**src/design/gtec_pkg.sv**
```systemverilog
// Purpose: Shared constants for the termination and echo controller.
// Assumes: Avalon-MM slave with byte addresses and 32-bit data.
// Notes: All register offsets, field positions and reset values live here.
package gtec_pkg;
    localparam int BUS_W = 32;
    localparam int ADDR_W = 5;
    localparam int BYTE_W = 8;
    localparam int IRQ_W = 4;

    // Register byte offsets.
    localparam logic [ADDR_W-1:0] OFS_CMD = 5'h00;
    localparam logic [ADDR_W-1:0] OFS_REPLY = 5'h04;
    localparam logic [ADDR_W-1:0] OFS_SETTINGS = 5'h08;
    localparam logic [ADDR_W-1:0] OFS_IRQ_STATUS = 5'h0c;
    localparam logic [ADDR_W-1:0] OFS_IRQ_ENABLE = 5'h10;
    localparam logic [ADDR_W-1:0] OFS_IRQ_CLEAR = 5'h14;

    // Command register fields.
    localparam int CMD_OP_LSB = 0;
    localparam int CMD_HAS_ARG = 2;
    localparam int CMD_BOOL = 3;
    localparam int CMD_LET_R = 4;
    localparam int CMD_LET_X = 5;
    localparam int CMD_LET_B = 6;
    localparam int CMD_LET_D = 7;
    localparam int CMD_CHAR_LSB = 8;

    typedef enum logic [1:0] {
        GTEC_OP_ECHO = 2'h0,
        GTEC_OP_EOS = 2'h1,
        GTEC_OP_EOT = 2'h2,
        GTEC_OP_ONL = 2'h3
    } gtec_op_e;

    // Settings register fields.
    localparam int SET_ECHO = 0;
    localparam int SET_ECHO_PEND = 1;
    localparam int SET_EOT = 2;
    localparam int SET_RSTOP = 3;
    localparam int SET_WEND = 4;
    localparam int SET_FULL = 5;
    localparam int SET_CHAR_LSB = 8;

    // Reply register fields.
    localparam int REPLY_BOOL = 0;
    localparam int REPLY_CHAR_LSB = 0;
    localparam int REPLY_LET_R = 8;
    localparam int REPLY_LET_X = 9;
    localparam int REPLY_LET_B = 10;
    localparam int REPLY_OP_LSB = 16;

    // Interrupt status bits.
    localparam int IRQ_REPLY = 0;
    localparam int IRQ_BADARG = 1;
    localparam int IRQ_RDSTOP = 2;
    localparam int IRQ_WREND = 3;

    // Reset and go-online defaults.
    localparam logic RST_ECHO = 1'b0;
    localparam logic RST_EOT = 1'b1;
    localparam logic RST_MODE = 1'b0;
    localparam logic [BYTE_W-1:0] RST_EOS_CHAR = 8'h00;

    localparam logic [BYTE_W-1:0] CHAR_CR = 8'h0d;
    localparam logic [BYTE_W-1:0] CHAR_LF = 8'h0a;
    localparam logic [BYTE_W-1:0] LOW7_MASK = 8'h7f;
endpackage

```
**src/design/gtec_top.sv**
```systemverilog
// Purpose: Echo, terminator and automatic END settings with their datapath.
// Assumes: Commands arrive already parsed through the command register.
// Notes: Serial and bus byte inputs are synchronous to clock_in.
`timescale 1ns/1ps
module gtec_top
    import gtec_pkg::*;
(
    input wire logic clock_in,
    input wire logic rst_b_in,
    input wire logic [ADDR_W-1:0] avs_address_in,
    input wire logic avs_read_in,
    input wire logic avs_write_in,
    input wire logic [BUS_W-1:0] avs_writedata_in,
    input wire logic [3:0] avs_byteenable_in,
    output logic [BUS_W-1:0] avs_readdata_out,
    output logic avs_waitrequest_out,
    output logic irq_out,
    input wire logic ser_rx_valid_in,
    input wire logic [BYTE_W-1:0] ser_rx_data_in,
    output logic ser_echo_valid_out,
    output logic [BYTE_W-1:0] ser_echo_data_out,
    input wire logic gpib_rd_valid_in,
    input wire logic [BYTE_W-1:0] gpib_rd_data_in,
    output logic gpib_rd_stop_out,
    input wire logic wr_valid_in,
    input wire logic [BYTE_W-1:0] wr_data_in,
    input wire logic wr_last_in,
    output logic wr_ready_out,
    output logic gpib_wr_valid_out,
    output logic [BYTE_W-1:0] gpib_wr_data_out,
    output logic gpib_eoi_out,
    input wire logic gpib_wr_ready_in
);
    typedef struct packed {
        logic ack;
        logic [BUS_W-1:0] rdata;
        logic echo_live;
        logic echo_pend;
        logic msg_start;
        logic eot;
        logic rstop;
        logic wend;
        logic full;
        logic [BYTE_W-1:0] eos_char;
        logic [BUS_W-1:0] reply;
        logic [IRQ_W-1:0] irq_st;
        logic [IRQ_W-1:0] irq_en;
        logic echo_v;
        logic [BYTE_W-1:0] echo_d;
        logic rd_stop;
        logic wr_v;
        logic [BYTE_W-1:0] wr_d;
        logic wr_eoi;
    } gtec_state_s;

    function automatic gtec_state_s with_defaults(input gtec_state_s s);
        gtec_state_s r;
        r = s;
        r.echo_live = RST_ECHO;
        r.echo_pend = RST_ECHO;
        r.eot = RST_EOT;
        r.rstop = RST_MODE;
        r.wend = RST_MODE;
        r.full = RST_MODE;
        r.eos_char = RST_EOS_CHAR;
        return r;
    endfunction

    gtec_state_s st_ff;
    gtec_state_s nxt_st;
    gtec_state_s zero_st;
    logic req;
    logic req_done;
    logic cmd_fire;
    logic [BUS_W-1:0] cmd;
    logic [1:0] cmd_op;
    logic is_term;
    logic echo_now;
    logic rd_match;
    logic wr_match;
    logic wr_accept;
    logic [IRQ_W-1:0] events;

    assign zero_st = '0;
    assign req = avs_read_in | avs_write_in;
    assign req_done = req & st_ff.ack;
    assign cmd = avs_writedata_in;
    assign cmd_op = cmd[CMD_OP_LSB +: 2];
    assign cmd_fire = req_done & avs_write_in & (avs_address_in == OFS_CMD)
        & avs_byteenable_in[0];
    assign is_term = (ser_rx_data_in == CHAR_CR) | (ser_rx_data_in == CHAR_LF);
    assign echo_now = st_ff.echo_live
        | (st_ff.echo_pend & st_ff.msg_start & ~is_term);
    assign wr_accept = wr_valid_in & wr_ready_out;

    gtec_match u_rd_match (
        .data_in(gpib_rd_data_in),
        .eos_char_in(st_ff.eos_char),
        .full_byte_compare_in(st_ff.full),
        .match_out(rd_match)
    );

    gtec_match u_wr_match (
        .data_in(wr_data_in),
        .eos_char_in(st_ff.eos_char),
        .full_byte_compare_in(st_ff.full),
        .match_out(wr_match)
    );

    always_comb begin
        nxt_st = st_ff;
        events = '0;

        // Bus slave: one wait cycle, then data and write effect.
        nxt_st.ack = req & ~st_ff.ack;
        if (req & ~st_ff.ack & avs_read_in) begin
            nxt_st.rdata = '0;
            case (avs_address_in)
                OFS_REPLY: begin
                    nxt_st.rdata = st_ff.reply;
                end
                OFS_SETTINGS: begin
                    nxt_st.rdata[SET_ECHO] = st_ff.echo_live;
                    nxt_st.rdata[SET_ECHO_PEND] = st_ff.echo_pend;
                    nxt_st.rdata[SET_EOT] = st_ff.eot;
                    nxt_st.rdata[SET_RSTOP] = st_ff.rstop;
                    nxt_st.rdata[SET_WEND] = st_ff.wend;
                    nxt_st.rdata[SET_FULL] = st_ff.full;
                    nxt_st.rdata[SET_CHAR_LSB +: BYTE_W] = st_ff.eos_char;
                end
                OFS_IRQ_STATUS: begin
                    nxt_st.rdata[IRQ_W-1:0] = st_ff.irq_st;
                end
                OFS_IRQ_ENABLE: begin
                    nxt_st.rdata[IRQ_W-1:0] = st_ff.irq_en;
                end
                default: begin
                    nxt_st.rdata = '0;
                end
            endcase
        end

        // Serial echo and message boundary tracking.
        nxt_st.echo_v = 1'b0;
        if (ser_rx_valid_in) begin
            if (echo_now) begin
                nxt_st.echo_v = 1'b1;
                nxt_st.echo_d = ser_rx_data_in;
            end
            if (is_term) begin
                nxt_st.msg_start = 1'b1;
            end else begin
                nxt_st.msg_start = 1'b0;
                if (st_ff.echo_pend & st_ff.msg_start) begin
                    nxt_st.echo_live = 1'b1;
                    nxt_st.echo_pend = 1'b0;
                end
            end
        end

        // Read termination on a terminator match.
        nxt_st.rd_stop = gpib_rd_valid_in & st_ff.rstop & rd_match;
        events[IRQ_RDSTOP] = nxt_st.rd_stop;

        // Write output stage holds byte and EOI until the handshake ends.
        if (st_ff.wr_v & gpib_wr_ready_in) begin
            nxt_st.wr_v = 1'b0;
        end
        if (wr_accept) begin
            nxt_st.wr_v = 1'b1;
            nxt_st.wr_d = wr_data_in;
            nxt_st.wr_eoi = (st_ff.wend & wr_match)
                | (st_ff.eot & wr_last_in);
            events[IRQ_WREND] = nxt_st.wr_eoi;
        end

        // Command execution; settings otherwise hold their value.
        if (cmd_fire) begin
            case (cmd_op)
                GTEC_OP_ECHO: begin
                    if (!cmd[CMD_HAS_ARG]) begin
                        nxt_st.reply = '0;
                        nxt_st.reply[REPLY_BOOL] =
                            st_ff.echo_live | st_ff.echo_pend;
                        events[IRQ_REPLY] = 1'b1;
                    end else if (cmd[CMD_BOOL]) begin
                        if (!st_ff.echo_live) begin
                            nxt_st.echo_pend = 1'b1;
                        end
                    end else begin
                        nxt_st.echo_live = 1'b0;
                        nxt_st.echo_pend = 1'b0;
                    end
                end
                GTEC_OP_EOS: begin
                    if (!cmd[CMD_HAS_ARG]) begin
                        nxt_st.reply = '0;
                        nxt_st.reply[REPLY_CHAR_LSB +: BYTE_W] =
                            st_ff.eos_char;
                        nxt_st.reply[REPLY_LET_R] = st_ff.rstop;
                        nxt_st.reply[REPLY_LET_X] = st_ff.wend;
                        nxt_st.reply[REPLY_LET_B] = st_ff.full;
                        events[IRQ_REPLY] = 1'b1;
                    end else if (cmd[CMD_LET_D]) begin
                        nxt_st.rstop = 1'b0;
                        nxt_st.wend = 1'b0;
                        nxt_st.full = 1'b0;
                    end else if (cmd[CMD_LET_B] & ~cmd[CMD_LET_R]
                        & ~cmd[CMD_LET_X]) begin
                        events[IRQ_BADARG] = 1'b1;
                    end else begin
                        nxt_st.rstop = cmd[CMD_LET_R];
                        nxt_st.wend = cmd[CMD_LET_X];
                        nxt_st.full = cmd[CMD_LET_B];
                        nxt_st.eos_char = cmd[CMD_CHAR_LSB +: BYTE_W];
                    end
                end
                GTEC_OP_EOT: begin
                    if (!cmd[CMD_HAS_ARG]) begin
                        nxt_st.reply = '0;
                        nxt_st.reply[REPLY_BOOL] = st_ff.eot;
                        events[IRQ_REPLY] = 1'b1;
                    end else begin
                        nxt_st.eot = cmd[CMD_BOOL];
                    end
                end
                GTEC_OP_ONL: begin
                    nxt_st = with_defaults(nxt_st);
                end
                default: begin
                    nxt_st.reply = st_ff.reply;
                end
            endcase
            nxt_st.reply[REPLY_OP_LSB +: 2] = cmd_op;
        end

        // Interrupt registers; a new event wins over its clear.
        if (req_done & avs_write_in) begin
            if (avs_address_in == OFS_IRQ_ENABLE && avs_byteenable_in[0]) begin
                nxt_st.irq_en = avs_writedata_in[IRQ_W-1:0];
            end
            if (avs_address_in == OFS_IRQ_CLEAR && avs_byteenable_in[0]) begin
                nxt_st.irq_st = st_ff.irq_st & ~avs_writedata_in[IRQ_W-1:0];
            end
        end
        nxt_st.irq_st = nxt_st.irq_st | events;
    end

    always_ff @(posedge clock_in) begin
        if (!rst_b_in) begin
            st_ff <= with_defaults(zero_st);
        end else begin
            st_ff <= nxt_st;
        end
    end

    assign avs_waitrequest_out = req & ~st_ff.ack;
    assign avs_readdata_out = st_ff.rdata;
    assign irq_out = |(st_ff.irq_st & st_ff.irq_en);
    assign ser_echo_valid_out = st_ff.echo_v;
    assign ser_echo_data_out = st_ff.echo_d;
    assign gpib_rd_stop_out = st_ff.rd_stop;
    assign wr_ready_out = ~st_ff.wr_v | gpib_wr_ready_in;
    assign gpib_wr_valid_out = st_ff.wr_v;
    assign gpib_wr_data_out = st_ff.wr_d;
    assign gpib_eoi_out = st_ff.wr_v & st_ff.wr_eoi;

    a_echo_off_quiet: assert property (@(posedge clock_in)
        disable iff (!rst_b_in)
        ser_rx_valid_in && !echo_now |=> !ser_echo_valid_out)
        else $error("Character echoed while echo is off.");

    a_echo_copies_byte: assert property (@(posedge clock_in)
        disable iff (!rst_b_in)
        ser_rx_valid_in && st_ff.echo_live |=> ser_echo_valid_out
        && ser_echo_data_out == $past(ser_rx_data_in))
        else $error("Echoed byte differs from received byte.");

    a_echo_enable_defer: assert property (@(posedge clock_in)
        disable iff (!rst_b_in)
        cmd_fire && cmd_op == GTEC_OP_ECHO && cmd[CMD_HAS_ARG]
        && cmd[CMD_BOOL] && !st_ff.echo_live && !ser_rx_valid_in
        |=> !st_ff.echo_live && st_ff.echo_pend)
        else $error("Echo went live inside the enabling message.");

    a_read_stop_match: assert property (@(posedge clock_in)
        disable iff (!rst_b_in)
        gpib_rd_valid_in && st_ff.rstop && !st_ff.full
        && gpib_rd_data_in[6:0] == st_ff.eos_char[6:0]
        |=> gpib_rd_stop_out)
        else $error("Read did not stop on seven-bit match.");

    a_read_full_compare: assert property (@(posedge clock_in)
        disable iff (!rst_b_in)
        gpib_rd_valid_in && st_ff.rstop && st_ff.full
        && gpib_rd_data_in != st_ff.eos_char |=> !gpib_rd_stop_out)
        else $error("Read stopped without full byte match.");

    a_eoi_last_byte: assert property (@(posedge clock_in)
        disable iff (!rst_b_in)
        wr_accept && st_ff.eot && wr_last_in
        |=> gpib_wr_valid_out && gpib_eoi_out)
        else $error("Final write byte left without END.");

    a_eoi_held_handshake: assert property (@(posedge clock_in)
        disable iff (!rst_b_in)
        gpib_wr_valid_out && !gpib_wr_ready_in |=> gpib_wr_valid_out
        && $stable(gpib_eoi_out) && $stable(gpib_wr_data_out))
        else $error("Write byte or EOI changed during handshake.");

    a_write_data_kept: assert property (@(posedge clock_in)
        disable iff (!rst_b_in)
        wr_accept |=> gpib_wr_data_out == $past(wr_data_in))
        else $error("Write data altered on its way to the bus.");

    a_bad_argument_flag: assert property (@(posedge clock_in)
        disable iff (!rst_b_in)
        cmd_fire && cmd_op == GTEC_OP_EOS && cmd[CMD_HAS_ARG]
        && cmd[CMD_LET_B] && !cmd[CMD_LET_R] && !cmd[CMD_LET_X]
        && !cmd[CMD_LET_D]
        |=> st_ff.irq_st[IRQ_BADARG] && $stable(st_ff.full))
        else $error("Lone full compare letter not rejected.");

    a_eot_query_reply: assert property (@(posedge clock_in)
        disable iff (!rst_b_in)
        cmd_fire && cmd_op == GTEC_OP_EOT && !cmd[CMD_HAS_ARG]
        |=> st_ff.reply[REPLY_BOOL] == $past(st_ff.eot))
        else $error("END query reply does not match setting.");

    a_online_defaults: assert property (@(posedge clock_in)
        disable iff (!rst_b_in)
        cmd_fire && cmd_op == GTEC_OP_ONL |=> st_ff.eot && !st_ff.rstop
        && !st_ff.wend && !st_ff.echo_live && !st_ff.echo_pend)
        else $error("Go-online did not restore defaults.");
endmodule

```
**src/design/gtec_match.sv**
```systemverilog
// Purpose: Compares one data byte against the terminator character.
// Assumes: Purely combinational; used for both read and write paths.
// Notes: Narrow compare looks only at the low seven bits.
`timescale 1ns/1ps
module gtec_match
    import gtec_pkg::*;
(
    input wire logic [BYTE_W-1:0] data_in,
    input wire logic [BYTE_W-1:0] eos_char_in,
    input wire logic full_byte_compare_in,
    output logic match_out
);
    always_comb begin
        if (full_byte_compare_in) begin
            match_out = (data_in == eos_char_in);
        end else begin
            match_out = ((data_in & LOW7_MASK) == (eos_char_in & LOW7_MASK));
        end
    end
endmodule

```
**config.mk**
```make
export PLATFORM = sky130hd
export DESIGN_NAME = gtec_top
export DESIGN_NICKNAME = d
export VERILOG_FILES = /design/src/design/gtec_pkg.sv /design/src/design/gtec_top.sv /design/src/design/gtec_match.sv
export SDC_FILE = /design/constraint.sdc
export NUM_CORES = 1
export LEC_CHECK = 0
export ABC_AREA = 1
export BUFFER_PORTS_ARGS = -buffer_cell sky130_fd_sc_hd__buf_2
export CORE_MARGIN = 2
export CORE_UTILIZATION = 46
export DETAILED_ROUTE_END_ITERATION = 10
export PLACE_DENSITY = 0.76
export REMOVE_ABC_BUFFERS = 1
export SLEW_MARGIN = 20
export SYNTH_ARGS = -nofsm -noshare
export SYNTH_HDL_FRONTEND = slang
export SYNTH_SLANG_ARGS = --single-unit
```
**constraint.sdc**
```tcl
create_clock -name clock_in -period 1.4 [get_ports clock_in]
set_input_delay 0.14 -clock clock_in [delete_from_list [all_inputs] [get_ports clock_in]]
set_output_delay 0.14 -clock clock_in [all_outputs]
set_load 0.01 [all_outputs]
```
Yosys cells after proc, flatten, opt, wreduce, memory -nomap -nowiden

Index checks and enable logic that the tools add are counted.

Register bits: 108
Bits of input ports: 74
Logic and storage cells: 131

Equal/unequal tests: 22
Mux-type cells: 44
Bitwise operators: 33
Reduce and logical (&&, ||, !) cells: 12

Operators by type and width:

| kind                                                                  | number |
|---|---|
| 32-bit 2-to-1 mux                                                     | 4 |
| 32-bit case mux with 4 select lines                                   | 1 |
| 75-bit 2-to-1 mux                                                     | 1 |
| 11-bit 2-to-1 mux                                                     | 2 |
| 11-bit case mux with 2 select lines                                   | 1 |
| 9-bit 2-to-1 mux                                                      | 2 |
| 1-bit AND                                                             | 17 |
| 8-bit by 4-bit equality test with 1-bit output, second input constant | 2 |
| 8-bit equality test                                                   | 2 |
| 16-bit 2-to-1 mux                                                     | 1 |
| 8-bit 2-to-1 mux                                                      | 2 |
| 4-bit case mux with 4 select lines                                    | 1 |
| 8-bit case mux with 2 select lines                                    | 1 |
| 1-bit 2-to-1 mux                                                      | 15 |
| 7-bit equality test                                                   | 2 |
| 2-bit inequality test, second input constant                          | 7 |
| 5-bit by 4-bit equality test with 1-bit output, second input constant | 2 |
| 5-bit equality test, second input constant                            | 2 |
| 10-bit 2-to-1 mux                                                     | 1 |
| 2-bit 2-to-1 mux                                                      | 5 |
| 5-bit AND reduction                                                   | 2 |
| 4-bit AND                                                             | 2 |
| 4-bit 2-to-1 mux                                                      | 2 |
| 2-bit case mux with 2 select lines                                    | 2 |
| 18 further kinds                                                      | 32 |

Depth between registers and ports, before layout

Gate-level depths: netlist (run 1).

Depth after elaboration: 12
Gate-level depth with buffers: 11

By module

From an unflattened synthesis (run 1), not the netlist that was laid out.

Cells, all modules: 591
Area total of the unflattened synthesis: 4042.6 um^2

Modules (own cells, without submodules):

| module     | times used | cells each | area an instance (um^2) | seq. area each (um^2) |
|---|---|---|---|---|
| gtec_top   | 1          | 529        | 3762.4                  | 1521.5 |
| gtec_match | 2          | 31         | 140.1                   | 0.0 |

Least setup slack after synthesis (run 1)

Ideal clock, no wire load.

Kind: in2reg
From: in avs_writedata_in[1]
To: reg st_ff[38] in the netlist's numbering
Library setup time: 135 ps
Arrival time: 1153 ps
Required time: 1265 ps
Setup slack: 112 ps
Cell stages on the path: 11
Buffers on the path: 2
Cells stage by stage: inv_1 > ha_1 > buf_2 > inv_1 > a31oi_1 > nor2_1 > nand2_2 > inv_2 > buf_6 > nor2_1 > nor3_2

Longest elaborated chain between the ends: 3
Elaborated cells between the ends (all ways): 10
Classes of those cells: 6 x eq/ne; 1 x mux; 1 x bitwise; 2 x reduce/logical

Ends and longest elaborated chain:

| what                                                                     | line            | source |
|---|---|---|
| start, declared                                                          | gtec_top.sv:13  | `input wire logic [BUS_W-1:0] avs_writedata_in,` |
| 2-bit equality test (tied with other cells)                              | gtec_top.sv:179 | `case (cmd_op)` |
| 2-bit inequality test (no source line) or 1-bit inverter (tied branches) | -               |  |
| 5-bit AND reduction (no source line)                                     | -               |  |
| end signal, assigned                                                     | gtec_top.sv:251 | `st_ff <= with_defaults(zero_st);` |
| end signal, assigned                                                     | gtec_top.sv:253 | `st_ff <= nxt_st;` |
| end, declared                                                            | gtec_top.sv:69  | `gtec_state_s st_ff;` |

Several ways; a longest one is shown, not always the timed one.
A chain may end at the register's enable or synchronous reset.

Worst setup path in the final report (run 1)

From: reg st_ff[107] in the netlist's numbering
To: reg st_ff[35] in the netlist's numbering

Longest elaborated chain between the ends: 5

Ends and longest elaborated chain:

| what                                 | line           | source |
|---|---|---|
| 1-bit AND                            | gtec_top.sv:86 | `assign req_done = req & st_ff.ack;` |
| 1-bit AND (2 in series)              | gtec_top.sv:89 | `assign cmd_fire = req_done & avs_write_in & (avs_address_in == OFS_CMD)` |
| 1-bit AND                            | gtec_top.sv:90 | `& avs_byteenable_in[0];` |
| 5-bit AND reduction (no source line) | -              |  |

Every way passes these cells.

==> results of run 1 <==
## sequential cells by signal, indices dropped and copies added, names as in the netlist
signal	cells
gpib_rd_stop_out	1
gpib_wr_valid_out	1
st_ff	38
avs_readdata_out	19
gpib_wr_data_out	8
ser_echo_valid_out	1
ser_echo_data_out	8
## repair_timing
action / 4_1_cts / 5_1_grt
resized for setup: 0 / 8
buffers inserted: 0 / 2
endpoints found under the setup margin: 4 / 18
pin swaps: 1 / 1
cloned: 0 / 1
## cells in the final DEF (no fill, tap or decap), drive strengths merged
cell	n
o21ai	41
buf	133
o22ai	1
nand2	102
bufinv	3
nor3b	1
a21oi	56
ha	4
o2111ai	1
clkinv	2
xor2	6
nand4	11
nor4	1
a31oi	4
nor3	15
nand3	32
o211ai	5
clkinvlp	5
inv	54
nor2	68
clkbuf	10
dfxtp	76
o21bai	1
## cell type report
type / count / area [um^2] / area share
multi-input cells: 349 / 1780 / 0.384
flip-flops and latches: 76 / 1530 / 0.330
well taps: 105 / 131 / 0.0284
repair inverters: 1 / 5.00 / 0.00108
clock buffers: 10 / 128 / 0.0276
repair buffers: 133 / 726 / 0.157
clock inverters: 6 / 113 / 0.0243
inverters: 57 / 223 / 0.0481
## final timing paths
path / start / slack [ps] / to / depth (start not counted)
worst max-delay path: st_ff[107] / 60 / st_ff[35] / 6
worst min-delay path: wr_data_in[2] / 40 / gpib_wr_data_out[2] / 3
worst max register to register: st_ff[107] / 60 / st_ff[35] / 6
worst min register to register: ser_echo_data_out[4] / 460 / ser_echo_data_out[4] / 2
## logic make-up (layout without fill, tap and decap cells)
kind of cell    count (synthesis)  after routing  share of synthesized area
flops                          76             76                      0.384
fa+ha+maj                       4              4                     0.0126
simple gates                  230            230                      0.274
buf+inv                       122            207                      0.171
compound gates                109            109                      0.146
xor+xnor                        6              6                     0.0132
## metrics by stage
step | hold slack, ps | cells | utilization | power [mW] | setup WS (ps)
after floorplan | 233 | 482 | - | 2.47 | -61.6
after global placement | 405 | 718 | 0.524 | 2.69 | 28.9
after detailed placement | 413 | 718 | 0.524 | 2.70 | -30.9
after CTS | 36.1 | 734 | 0.553 | 4.69 | 5.52
after global routing | 35.1 | 737 | 0.558 | 4.88 | 2.80
final | 41.3 | 737 | 0.558 | 4.69 | 59.9
## report_power, final
part	switching [mW]	internal, mW	leakage [nW]	total, mW
sequential	0.0217	2.19	0.618	2.21
clock	0.842	1.18	0.109	2.03
combinational	0.275	0.177	1.45	0.452
total	1.14	3.55	2.17	4.69
## worst reg2reg max path: cells and delay by family, from the launching register on
| kind | cells | cell delay (ps) |
|---|---|---|
| AO/OA/AOI/OAI | 1 | 150 |
| buffers and inverters | 1 | 180 |
| flip-flops | 1 | 380 |
| AND/OR/NAND/NOR | 4 | 520 |
## routing by layer
metal,track usage,vias up,part of all wire
met1,0.261,1706,0.43
li1,-,1887,-
met5,0,-,0
met4,0.0867,0,0.026
met2,0.338,143,0.48
met3,0.0347,25,0.058
==> metrics.cfg, run 1 <==
[outcome]
status = finished, final reports clean

[clocking]
clock_sinks = 76
cts_made_buffers = 9
cts_buffer_depth = 2
clock_latency_ps = 360
hold_buffers = 0
clk_pin_slew_worst_paths_ps = 90
ctsHtreeMaxLevel = 3
root_buffer = clkbuf_8
cts_tree = built

[detailed_routing]
dr.first_iter.drc_count = 244
avgRoutedWirePerCell_um = 13.2
vias = 3761
ant_nets = 0
wl_mm = 9.74
vias_per_cell = 5.10
first_pass_iters = 5
drcViolationCount = 0

[power_and_ir_drop]
p_per_area_nw_per_um2 = 1010
peakVddDrop_mv = 0.599
leakagePower_nw = 2.17

[global_routing]
grt_pass1_vias = 3529
grt_first_pass_wirelength_mm = 15.9
antenna_found_initial = 0
grt_max_degree = 32
grt_overflow = 0
track_usage = 0.204

[synthesis]
yosysSeqAreaShare = 0.384
syn_inst = 547
synth_cell_type_count = 38
async_flop_share = 0
yosys.cell_count.top_type = nand2_1
synth_top_area_cell = dfxtp_1
synth_seq_cells = 76
synth_warnings = 0
synth.top_cells.by_area = dfxtp_1 38%, buf_4 9.1%, nand2_1 9.1%, a21oi_1 6.9%, nor2_1 6.0%
netlist_area_um2 = 3970
ys.flop_type = dfxtp_1
synth_edf_count = 0
yosys-top-cells-count = 96 x nand2_1, 76 x dfxtp_1, 63 x nor2_1
yosys.area.top_type_share = 0.384
syn_avg_cell_area_um2 = 7.25

[worst_setup_path]
arrival_ps = 1590
critPathKind = register to register
end_kind = register
cp_cell_sequence = nand4_4 -> nor2_8 -> nand2_2 -> buf_4 -> o21ai_1 -> nor2_1
worst-path-buf-inv = 1
crit_required_ps = 1650
crit_path_start_kind = register
crit_path_top_delay_cell = dfxtp_4
cpPeakStageDelay_ps = 380
cp_max_fo = 9
crit_family = simple AND/OR/NAND/NOR gates

[timing]
tightest_slew_ps = 354
setup_tns_ps = 0
hold_violations = 0
max_slew_margin = 0.764
finalSetupViolCount = 0
period_share = 0.957
rsz0062_at_grt = false
final-max-slew-violation-count = 0
finalCriticalPeriod_ps = 1340
fin_skew_ps = 12.3
max_freq_ghz = 0.746

[floorplanning]
coreArea_um2 = 8300
die_h_um = 96.9
ioPinCount = 129
fp.dieW_um = 96.9
initial_core_util = 0.478
rows = 33
design.die.area_um2 = 9380

[cells_and_area]
antennaDiodeCount = 0
stdcell_area_um2 = 4630
fin_nets = 705
syn_to_final_growth_pct = 16.8
fillCellCount = 786
drive_gt1_frac = 0.293

[placed_design]
placed_area_um2 = 4350
port_buffers = 109
gp_congestion = 0.886
dp_hpwl_mm = 7.29

[min_path]
hold_class = input pin to register

[job]
cap_viol_max_count = 0

No activity file was read; power rests on OpenSTA's default activity.
==> inputs of run 2 (changes only) <==
--- a/config.mk
+++ b/config.mk
@@ -7,6 +7,7 @@
 export LEC_CHECK = 0
 export ABC_AREA = 1
 export BUFFER_PORTS_ARGS = -buffer_cell sky130_fd_sc_hd__buf_2
+export CORE_ASPECT_RATIO = 2
 export CORE_MARGIN = 2
 export CORE_UTILIZATION = 46
 export DETAILED_ROUTE_END_ITERATION = 10
==> metrics.cfg, run 2 (synthesized netlist as in run 1, its figures left out) <==
[outcome]
status = finished, final reports clean

[detailed_routing]
ant_nets = 0  ; unchanged
dr.first_iter.drc_count = 187  ; -23%
vias = 3774  ; +0.35%
vias_per_cell = 5.13  ; +0.48%
wl_mm = 10.1  ; +4.1%
avgRoutedWirePerCell_um = 13.8  ; +4.2%
drcViolationCount = 0  ; unchanged
first_pass_iters = 4  ; -1

[clocking]
clock_latency_ps = 340  ; -20 ps
hold_buffers = 0  ; unchanged
ctsHtreeMaxLevel = 3  ; unchanged
cts_made_buffers = 9  ; unchanged
cts_tree = built
root_buffer = clkbuf_16
clock_sinks = 76  ; unchanged
cts_buffer_depth = 2  ; unchanged
clk_pin_slew_worst_paths_ps = 60  ; -30 ps

[worst_setup_path]
critPathKind = register to register
cp_cell_sequence = nand4_2 -> nor2_8 -> nand2_2 -> buf_4 -> o21ai_1 -> nor2_1
cpPeakStageDelay_ps = 360  ; -20 ps
crit_path_start_kind = register
r2r_cells = 6  ; unchanged
ff2ff_setup_slack_ps = 100  ; +40 ps
r2r_end = st_ff[31]
crit_path_top_delay_cell = dfxtp_2
reg2reg_from = st_ff[107]
critPathLaunch = st_ff[107]
crit_required_ps = 1630  ; -20 ps
cp_max_fo = 9  ; unchanged
arrival_ps = 1530  ; -60 ps
crit_path_end = st_ff[31]
end_kind = register

[power_and_ir_drop]
combPwrFrac = 0.094  ; -0.002
peakVddDrop_mv = 0.789  ; +32%
power_frac_clock = 0.447  ; +0.015
switchingPower_mw = 1.25  ; +9.7%
leakagePower_nw = 2.23  ; +2.6%
intPower_mw = 3.58  ; +0.68%
sw_frac_of_total = 0.259  ; +0.0161
p_per_area_nw_per_um2 = 1030  ; +1.8%
seqPwrFrac = 0.459  ; -0.013

[cells_and_area]
antennaDiodeCount = 0  ; unchanged
top_register = st_ff
final_cell_mix = 109 x buf_2, 96 x nand2_1, 71 x dfxtp_1
finalNonFillerCells = 736  ; -0.14%
largest_register_ffs = 38  ; unchanged
seq_area_um2 = 1530  ; about the same
fillCellCount = 857  ; +9.0%
syn_to_final_growth_pct = 18.0
drive_gt1_frac = 0.297  ; +0.00445
multi_input_area_um2 = 1770  ; -0.63%
fin_util = 0.549  ; -0.00926
mostFrequentLayoutCell = buf_2
fin_nets = 709  ; +0.57%

[timing]
finalCriticalPeriod_ps = 1300  ; -40.9 ps
finalSetupViolCount = 0  ; unchanged
hold_ws_ps = 72.4  ; +31.1 ps
fin_skew_ps = 9.84  ; -2.49 ps
final-max-slew-violation-count = 0  ; unchanged
rsz0062_at_grt = false
tightest_slew_ps = 359  ; +4.54 ps
max_freq_ghz = 0.770  ; +3.1%
hold_violations = 0  ; unchanged
max_slew_margin = 0.761  ; -0.00303
period_share = 0.928  ; -0.0292

[placed_design]
post-place-cells = 720  ; +0.28%
gp_congestion = 0.862  ; -2.7%
port_buffers = 109  ; unchanged
dp_hpwl_mm = 7.92  ; +8.8%

[global_routing]
grt_first_pass_wirelength_mm = 16.5  ; +3.7%
antenna_found_initial = 0  ; unchanged
grt_overflow = 0  ; unchanged
track_usage = 0.221  ; +0.0176
grt_pass1_vias = 3734  ; +5.8%
grt_max_degree = 33  ; +3.1%

[floorplanning]
die_h_um = 135  ; +40%
rows = 48  ; +45%
fp.dieW_um = 69.7  ; -28%
coreArea_um2 = 8530  ; +2.8%
ioPinCount = 129  ; unchanged
design.die.area_um2 = 9430  ; +0.49%
initial_core_util = 0.465  ; -0.0128

[min_path]
min-delay-start = avs_writedata_in[3]
hold_class = input pin to register

[job]
cap_viol_max_count = 0  ; unchanged

-- run 2: changes by cell type in the layout (fill, tap and decap cells not counted), moves of 2 or more --
cell        change
inv_6           +2
clkinv_2        +2
dfxtp_2         +2
clkbuf_16       +9
clkinvlp_4      -2
bufinv_16       -3
buf_4           +5
clkbuf_8        -9
-- run 2: layer usage --
metal  GRT usage  vias to the layer above  wire [um]
met2       0.417                       93       5580
met5           0                        -          0
li1            -                     1898          -
met4       0.138                        0        427
met3      0.0484                       32        435
met1       0.214                     1751       3690
-- run 2: worst min path at each step --
stage / end / cells past startpoint
finish: st_ff[71] / 3
global route: st_ff[71] / 3
CTS: st_ff[71] / 3
detailed placement: st_ff[67] / 3
global placement: st_ff[71] / 3
floorplan: st_ff[72] / 1
-- run 2: worst max-delay path: cells and delay by family, from the launching register on --
family	cells	cell delay, ps
DFF	1	360
buffers and inverters	1	170
AOI/OAI and AO/OA	1	150
and+or+nand+nor	4	510
-- run 2: per-stage QoR --
stage	power, mW	TNS, ps	setup WS [ps]	area (um^2)
final	4.83	0	101	4680
after CTS	4.85	0	14.5	4670
after detailed placement	2.71	-341	-50.5	4400
after global placement	2.70	0	20.6	4400
after global routing	5.00	0	20.8	4680
after floorplan	2.47	-61.6	-61.6	3510
-- run 2: area by class of cell --
type / count / share of cell area
inverters: 57 / 0.0473
multi-input cells: 349 / 0.377
clock buffers: 9 / 0.0481
flip-flops and latches: 76 / 0.326
clock inverters: 7 / 0.0110
well taps: 100 / 0.0267
repair buffers: 138 / 0.163
-- run 2: timing repair --
item                       CTS  global route
setup endpoints to repair    0            27
resized for setup            0             6
setup buffers                0             0
hold endpoints to repair     0             0
-- run 2: power groups by stage --
stage                     Clock, mW  Combinational, mW  Sequential (mW)
after detailed placement          0              0.448             2.26
final                          2.16              0.452             2.22
after global routing           2.28              0.499             2.22
after CTS                      2.18              0.452             2.21
after global placement            0              0.436             2.26
after floorplan                   0              0.195             2.27
